<file path="src/rtl/tdbw_defs.svh">
`ifndef TDBW_DEFS_SVH
`define TDBW_DEFS_SVH

// Register byte offsets on the local register port
`define TDBW_ADDR_W        8
`define TDBW_CTRL_OFS      8'h48
`define TDBW_WIN_OFS       8'h4C
`define TDBW_STAT_OFS      8'h7C
// Byte address of control_one, origin of every redirected access
`define TDBW_CTRL_ONE_ADDR 8'h00

// burst_control field layout
`define TDBW_LEN_MSB       12
`define TDBW_LEN_LSB       8
`define TDBW_BASE_MSB      4
`define TDBW_BASE_LSB      0

// burst_status field layout
`define TDBW_STAT_PTR_MSB  4
`define TDBW_STAT_PTR_LSB  0
`define TDBW_STAT_DAT_MSB  31
`define TDBW_STAT_DAT_LSB  16

// Reset values
`define TDBW_FIELD_RST     5'h00
`define TDBW_WIN_RST       16'h0000
`define TDBW_RDATA_RST     32'h0000_0000

`endif

</file>
<file path="src/rtl/tdbw_pkg.sv">
`default_nettype none

package tdbw_pkg;

  typedef logic [4:0]  tdbw_field_t;
  typedef logic [15:0] tdbw_word_t;

  // Decoded target of one register-port access
  typedef enum logic [2:0] {
    TDBW_ACC_NONE,
    TDBW_ACC_CTRL,
    TDBW_ACC_WIN,
    TDBW_ACC_STAT,
    TDBW_ACC_UNMAPPED
  } tdbw_acc_t;

endpackage

`default_nettype wire

</file>
<file path="src/rtl/tdbw_ptr_if.sv">
`default_nettype none

interface tdbw_ptr_if;
  import tdbw_pkg::*;

  tdbw_field_t len;
  tdbw_field_t ptr;
  logic        clear;
  logic        step;
  logic        wrap;

  modport owner (
    input  len,
    input  clear,
    input  step,
    output ptr,
    output wrap
  );

  modport user (
    output len,
    output clear,
    output step,
    input  ptr,
    input  wrap
  );
endinterface

`default_nettype wire

</file>
<file path="src/rtl/tdbw_top.sv">
// How it works
// RULE1 - One burst makes burst_length plus one window transfers; code 17 gives 18.
// RULE2 - burst_control holds length in bits 12:8, base offset in 4:0, reset zero.
// RULE3 - Base offset counts words from control_one: 0 control_one, 1 control_two, 2 slave.
// RULE4 - Window access goes to control_one address plus four times base plus pointer.
// RULE5 - The burst pointer advances on each window transfer, bounded by the length.
// RULE6 - Bits 7:5 of burst_control always read zero.
// RULE7 - Window has a 16-bit read-write field, reset zero; bits 31:16 reserved.
// RULE8 - Pointer starts at zero, steps per access, wraps after length plus one.
//
// Added by the designer: the strobed register port.
`include "tdbw_defs.svh"
`default_nettype none

module tdbw_top
  import tdbw_pkg::*;
(
  // Clock and reset
  input  wire logic                    clk_in,
  input  wire logic                    rst_b_in,
  // Register port
  input  wire logic [`TDBW_ADDR_W-1:0] addr_in,
  input  wire logic [31:0]             wdata_in,
  input  wire logic                    wr_in,
  input  wire logic                    rd_in,
  output logic      [31:0]             rdata_out,
  // Redirected access to the timer register file
  output logic      [`TDBW_ADDR_W-1:0] tgt_addr_out,
  output logic      [15:0]             tgt_wdata_out,
  output logic                         tgt_wr_out,
  output logic                         tgt_rd_out,
  input  wire logic [15:0]             tgt_rdata_in,
  // Burst progress
  output logic                         burst_done_out
);

  tdbw_acc_t   acc;
  tdbw_field_t len_r;
  tdbw_field_t base_r;
  tdbw_word_t  win_data_r;
  tdbw_word_t  win_data_nxt;
  logic [31:0] rdata_r;
  logic [31:0] rdata_nxt;
  logic        win_rd;
  logic        win_wr;
  logic        ctrl_wr;

  tdbw_ptr_if pif ();

  always_comb begin
    if (!rd_in && !wr_in) begin
      acc = TDBW_ACC_NONE;
    end else begin
      unique case (addr_in)
        `TDBW_CTRL_OFS: acc = TDBW_ACC_CTRL;
        `TDBW_WIN_OFS:  acc = TDBW_ACC_WIN;
        `TDBW_STAT_OFS: acc = TDBW_ACC_STAT;
        default:        acc = TDBW_ACC_UNMAPPED;
      endcase
    end
  end

  assign win_rd  = rd_in && (acc == TDBW_ACC_WIN);
  assign win_wr  = wr_in && (acc == TDBW_ACC_WIN);
  assign ctrl_wr = wr_in && (acc == TDBW_ACC_CTRL);

  // burst_control; reserved bits are simply not stored
  always_ff @(posedge clk_in or negedge rst_b_in) begin
    if (!rst_b_in) begin
      len_r  <= `TDBW_FIELD_RST; // RULE2
      base_r <= `TDBW_FIELD_RST; // RULE2
    end else if (ctrl_wr) begin
      len_r  <= wdata_in[`TDBW_LEN_MSB:`TDBW_LEN_LSB]; // RULE2
      base_r <= wdata_in[`TDBW_BASE_MSB:`TDBW_BASE_LSB]; // RULE2
    end
  end

  // Reprogramming restarts the burst so it never resumes mid-sequence
  assign pif.len   = len_r; // RULE1
  assign pif.clear = ctrl_wr; // RULE8

  tdbw_ptr u_ptr (
    .clk_in   (clk_in),
    .rst_b_in (rst_b_in),
    .pif      (pif)
  );

  tdbw_redirect u_redirect (
    .base_in      (base_r),
    .win_rd_in    (win_rd),
    .win_wr_in    (win_wr),
    .ptr_in       (pif.ptr),
    .tgt_addr_out (tgt_addr_out),
    .tgt_rd_out   (tgt_rd_out),
    .tgt_wr_out   (tgt_wr_out),
    .step_out     (pif.step)
  );

  // Only the 16-bit field crosses the window
  assign tgt_wdata_out  = wdata_in[15:0]; // RULE7
  assign burst_done_out = pif.wrap; // RULE1

  // Last word passed through the window, either way
  always_comb begin
    win_data_nxt = win_data_r;
    if (win_wr) begin
      win_data_nxt = wdata_in[15:0]; // RULE7
    end else if (win_rd) begin
      win_data_nxt = tgt_rdata_in; // RULE7
    end
  end

  always_ff @(posedge clk_in or negedge rst_b_in) begin
    if (!rst_b_in) begin
      win_data_r <= `TDBW_WIN_RST; // RULE7
    end else begin
      win_data_r <= win_data_nxt;
    end
  end

  // Read data stand one cycle and read zero otherwise
  always_comb begin
    rdata_nxt = `TDBW_RDATA_RST; // RULE6
    if (rd_in) begin
      unique case (acc)
        TDBW_ACC_CTRL: begin
          rdata_nxt[`TDBW_LEN_MSB:`TDBW_LEN_LSB]   = len_r; // RULE2
          rdata_nxt[`TDBW_BASE_MSB:`TDBW_BASE_LSB] = base_r;
        end
        TDBW_ACC_WIN: begin
          rdata_nxt[15:0] = tgt_rdata_in; // RULE4
        end
        TDBW_ACC_STAT: begin
          rdata_nxt[`TDBW_STAT_PTR_MSB:`TDBW_STAT_PTR_LSB] = pif.ptr;
          rdata_nxt[`TDBW_STAT_DAT_MSB:`TDBW_STAT_DAT_LSB] = win_data_r;
        end
        default: begin
          rdata_nxt = `TDBW_RDATA_RST;
        end
      endcase
    end
  end

  always_ff @(posedge clk_in or negedge rst_b_in) begin
    if (!rst_b_in) begin
      rdata_r <= `TDBW_RDATA_RST;
    end else begin
      rdata_r <= rdata_nxt;
    end
  end

  assign rdata_out = rdata_r;

endmodule

`default_nettype wire

</file>
<file path="src/rtl/tdbw_ptr.sv">
`include "tdbw_defs.svh"
`default_nettype none

module tdbw_ptr
  import tdbw_pkg::*;
(
  // Clock and reset
  input  wire logic clk_in,
  input  wire logic rst_b_in,
  // Pointer control and state
  tdbw_ptr_if.owner pif
);

  tdbw_field_t ptr_r;
  tdbw_field_t ptr_nxt;
  logic        at_end;

  // Compare with >= so a length shortened mid-burst still wraps
  assign at_end   = (ptr_r >= pif.len);
  assign pif.wrap = pif.step && at_end; // RULE1

  always_comb begin
    ptr_nxt = ptr_r;
    if (pif.clear) begin
      ptr_nxt = `TDBW_FIELD_RST;
    end else if (pif.step) begin
      ptr_nxt = at_end ? `TDBW_FIELD_RST : ptr_r + 5'h01; // RULE8
    end
  end

  always_ff @(posedge clk_in or negedge rst_b_in) begin
    if (!rst_b_in) begin
      ptr_r <= `TDBW_FIELD_RST; // RULE8
    end else begin
      ptr_r <= ptr_nxt; // RULE5
    end
  end

  assign pif.ptr = ptr_r;

endmodule

`default_nettype wire

</file>
<file path="src/rtl/tdbw_redirect.sv">
`include "tdbw_defs.svh"
`default_nettype none

module tdbw_redirect
  import tdbw_pkg::*;
(
  // Burst base and window strobes
  input  wire logic [4:0]              base_in,
  input  wire logic                    win_rd_in,
  input  wire logic                    win_wr_in,
  // Pointer state
  input  wire logic [4:0]              ptr_in,
  // Redirected access
  output logic      [`TDBW_ADDR_W-1:0] tgt_addr_out,
  output logic                         tgt_rd_out,
  output logic                         tgt_wr_out,
  output logic                         step_out
);

  logic [5:0] word_idx;

  // Six bits: largest base plus largest pointer must not wrap
  assign word_idx     = {1'b0, base_in} + {1'b0, ptr_in}; // RULE3
  assign tgt_addr_out = `TDBW_CTRL_ONE_ADDR + {word_idx, 2'b00}; // RULE4
  assign tgt_rd_out   = win_rd_in; // RULE4
  assign tgt_wr_out   = win_wr_in; // RULE4
  assign step_out     = win_rd_in | win_wr_in; // RULE5

endmodule

`default_nettype wire

</file>
<file path="config.mk">
export PLATFORM = sky130hd
export DESIGN_NAME = tdbw_top
export DESIGN_NICKNAME = d
export VERILOG_FILES = /design/src/rtl/tdbw_pkg.sv /design/src/rtl/tdbw_ptr_if.sv /design/src/rtl/tdbw_top.sv /design/src/rtl/tdbw_ptr.sv /design/src/rtl/tdbw_redirect.sv
export VERILOG_INCLUDE_DIRS = /design/src /design/src/rtl
export SDC_FILE = /design/constraint.sdc
export NUM_CORES = 1
export LEC_CHECK = 0
export BUFFER_PORTS_ARGS = -buffer_cell sky130_fd_sc_hd__buf_4
export CAP_MARGIN = 20
export CORE_ASPECT_RATIO = 0.8
export CORE_UTILIZATION = 45
export CTS_CLUSTER_DIAMETER = 50
export CTS_CLUSTER_SIZE = 40
export DETAILED_ROUTE_END_ITERATION = 8
export PLACE_DENSITY = 0.74
export SLEW_MARGIN = 20
export SYNTH_ARGS = -nofsm -noshare
export SYNTH_HDL_FRONTEND = slang
export SYNTH_HIERARCHICAL = 1
export SYNTH_SLANG_ARGS = --single-unit
</file>
<file path="constraint.sdc">
create_clock -name clk_in -period 1.4 [get_ports clk_in]
set_input_delay 0.07 -clock clk_in [delete_from_list [all_inputs] [get_ports clk_in]]
set_output_delay 0.07 -clock clk_in [all_outputs]
set_load 0.005 [all_outputs]
</file>
==> summary.md <==
| Metric | Value |
|---|---|
| Part of the Yosys area used for sequential elements | `48.3%` |
| Post-synthesis cell count | `between 200 and 300` |
| CORE AREA | `roughly 7000 um^2` |
| Top-count cell post-synth | `dfrtp_1` |
| Crit path depth | `6` |
| Max clock buf depth | `2` |
| Worst Path Buf+Inv | `1` |
| Nets | `slightly below 500` |
| Critical path destination | `tgt_addr_out[6]` |
| Multiplexer share of the synthesized area | `18.4%` |
| Kind of critical path | `reg -> out` |
| Clock Latency Late Sink | `0.34 ns` |
| Endpoints failing setup | `11` |
| Gpl congestion | `0.868` |
| Pwr/cell area | `roughly 860 nW/um^2` |
| Antenna violations before repair | `0` |
| Final Hold Vio Count | `0` |
| Avg Inst Size Synth | `12.0 um^2` |
| Cells along the critical path | `ha_2 > fa_2 > a21o_1 > a21oi_2 > xnor2_1 > buf_4` |
| Total die area | `7590 um^2` |
| Synth Flop Type | `dfrtp_1` |
| Die Width | `between 90 and 100 um` |
| Most frequent cells after synthesis | `dfrtp_1 (63), mux2_2 (48), buf_4 (20), and2_1 (18), nor2_1 (12)` |
| Share of cells above drive strength 1 | `56.2%` |
| Clock skew | `0.00828 ns` |
| GRT Resource Usage Total | `approximately 22%` |
| Comb power frac | `13.7%` |
| ANT nets after route | `0` |
| Cell Area, Synth | `about 3300 um^2` |
| Largest family of logic cells by synthesized area | `multiplexers` |
| Max-Cap Viols | `0` |
| Post-Layout Inst Area | `roughly 4800 um^2` |
| Sinks on Clock Net | `between 60 and 70` |
| # IOs | `119` |
| Async SR Flop Fraction | `100%` |
| Max-slew violations | `0` |
| DR pass1 iterations | `6` |
| Leak | `0.00254 uW` |
| Largest net degree at the start of global routing | `35` |
| Crit path from | `base_r[0]` |
| Crit. End Element | `output port` |
| Sw frac | `~22%` |
| WL final | `between 8 and 9 mm` |
| Pint | `about 3200 uW` |
| Share of the synthesized area in the top cell type | `48.3%` |
| CP Launch Type | `flip-flop` |
| Synth Area in Compound Gates | `6.14%` |
| Cell family with most CP delay | `adder cells` |
| Distinct cells, synth | `45` |
| Net Sw Power | `around 920 uW` |
| Share of total power in the clock network | `around 40%` |
| Via count | `roughly 2.6k` |
| Total CTS buffers | `9` |
| R2R depth | `9` |
| Leading post-synthesis cells by cell area | `dfrtp_1 (48%), mux2_2 (17%), buf_4 (4.6%)` |
| Initial Utilization | `46.9%` |
| EDFF count, synth | `0` |
| Setup ws final | `-0.510 ns` |
| DRC | `0` |
| Area growth from synthesis to layout | `48.4%` |
| Synthesis-stage register bit count | `63` |
| Initial drt markers | `78` |
| Max stage delay on crit path | `0.41 ns` |
| Critical path arrival | `1.84 ns` |
| Clk root buf | `clkbuf_8` |
| Xor/xnor share of the synthesized area | `0.806%` |
| Area post-placement | `~4300 um^2` |
| WP data required | `1.33 ns` |
| Reg2reg end | `u_ptr/pif.ptr[2]` |
| Min-Delay Path Class | `in -> reg` |
| First-pass GRT wire length | `roughly 13 mm` |
| Synth Area in Simple Gates | `14.2%` |
| Grt ovf | `0` |
| Final Cycle Share | `136%` |
| Status | `complete, but fails checks` |
| Synth area leader | `dfrtp_1` |
| CP max-delay cell | `dfrtp_1` |
| Register share of total power | `45.5%` |
| Reg2Reg Setup Slack | `-0.36 ns` |
| Max Clk Rate | `0.523 GHz` |
| Dpl cells | `around 470` |
| CTS tree | `yes` |
| RR Startpoint | `u_ptr/pif.ptr[0]` |
| H-tree levels | `3` |
| Via density | `between 5 and 6` |
| Post-DP HPWL | `~5.8 mm` |
| Die Height | `78.1 um` |
| Failing checks | `setup timing` |
| Crit-path max FO | `2` |
| Shortest clock period the worst path allows after layout | `1.91 ns` |
| Antenna diode count | `0` |
| Vias in the first global route | `2688` |
| Adder-cell share of the synthesized area | `under 10%` |
| Average wire per standard cell | `16.2 um` |
| Worst vdd rail ir drop | `560 uV` |
| Site Rows | `27` |
| Unrepaired setup endpoints after global routing | `yes` |
| Worst-path clk slew | `0.06 ns` |
| Port Buf Inserts | `100` |
| Synth warn | `6` |
| Final Non-Filler Cells | `512` |
## metrics by stage
stage / setup slack (ns) / hold slack (ns) / util, % / power, uW / setup TNS (ns)
2_1_floorplan: -0.318 / -0.226 / - / 2150 / -1.37
3_5_place_dp: -0.382 / 0.0332 / 61.6 / 2410 / -4.82
6_report: -0.510 / 0.0143 / 69.5 / 4170 / -3.93
4_1_cts: -0.504 / 0.00363 / 69.0 / 4180 / -3.71
3_3_place_gp: -0.316 / 0.0246 / 61.6 / 2390 / -3.39
5_1_grt: -0.570 / 0.00587 / 69.5 / 4340 / -4.60
## power by group through the flow
stage          clock (uW)  sequential, uW  combinational, uW
2_1_floorplan           0            1920                231
3_3_place_gp            0            1920                468
3_5_place_dp            0            1930                482
4_1_cts              1730            1890                558
5_1_grt              1820            1900                618
6_report             1700            1890                571
## routing by layer
layer  up-vias  wire length [um]  share of wire (%)  track usage [%]
met3        10               453                5.5             6.41
met5         -                 0                  0                0
met4         0                76               0.92             5.82
met1      1284              3600                 43             27.4
met2        97              4150                 50             39.2
li1       1240                 -                  -                -
## placed cells by master (no fill, tap or decap), types with 3 or more instances in the layout
master,n
a21o_1,3
nor2_1,12
a21oi_1,7
clkbuf_8,10
buf_4,147
mux2i_1,6
nand3_1,3
and2_1,17
dfrtp_1,62
o21a_1,5
mux2_2,48
dlygate4sd3_1,19
ha_1,7
inv_1,4
buf_6,3
and3_1,9
nand4_1,10
## kinds of logic (layout without fill, tap and decap cells)
group | after synthesis | after routing
buffers and inverters | 39 | 192
xor gates and xnor gates | 3 | 3
adders and majority gates | 12 | 12
other | 1 | 2
muxes | 54 | 54
DFF | 63 | 63
AOI/OAI and AO/OA | 29 | 29
and+or+nand+nor | 70 | 70
## state kept, by name (all words and copies together), names as in the netlist
register	flops
base_r	5
len_r	5
rdata_out	32
u_ptr/pif.ptr	5
win_data_r	16
## area by class of cell
class | count | area [um^2]
Inverter | 6 | 25.0
Sequential cell | 63 | 1580
Fill cell | 529 | 2120
Clock buffer | 11 | 141
Timing Repair Buffer | 171 | 1370
Multi-Input combinational cell | 170 | 1550
Tap cell | 87 | 109
Clock inverter | 4 | 70.1
## how the worst min path moves through the flow
stage	cells after the start	slack, ns	to	startpoint
after global placement	1	0.02	rdata_out[17]	rst_b_in
final	2	0.01	base_r[0]	wdata_in[0]
after floorplan	0	-0.23	base_r[0]	rst_b_in
after CTS	2	0.004	base_r[0]	wdata_in[0]
after global routing	3	0.006	rdata_out[8]	tgt_rdata_in[8]
after detailed placement	1	0.03	rdata_out[17]	rst_b_in
## timing repair
action,CTS,global route
resized for setup,14,3
hold buffers,19,0
hold endpoints to repair,47,0
setup endpoints to repair,11,11
pin swaps,8,6
buffers inserted,6,3
(Power assumes the default switching activity.)
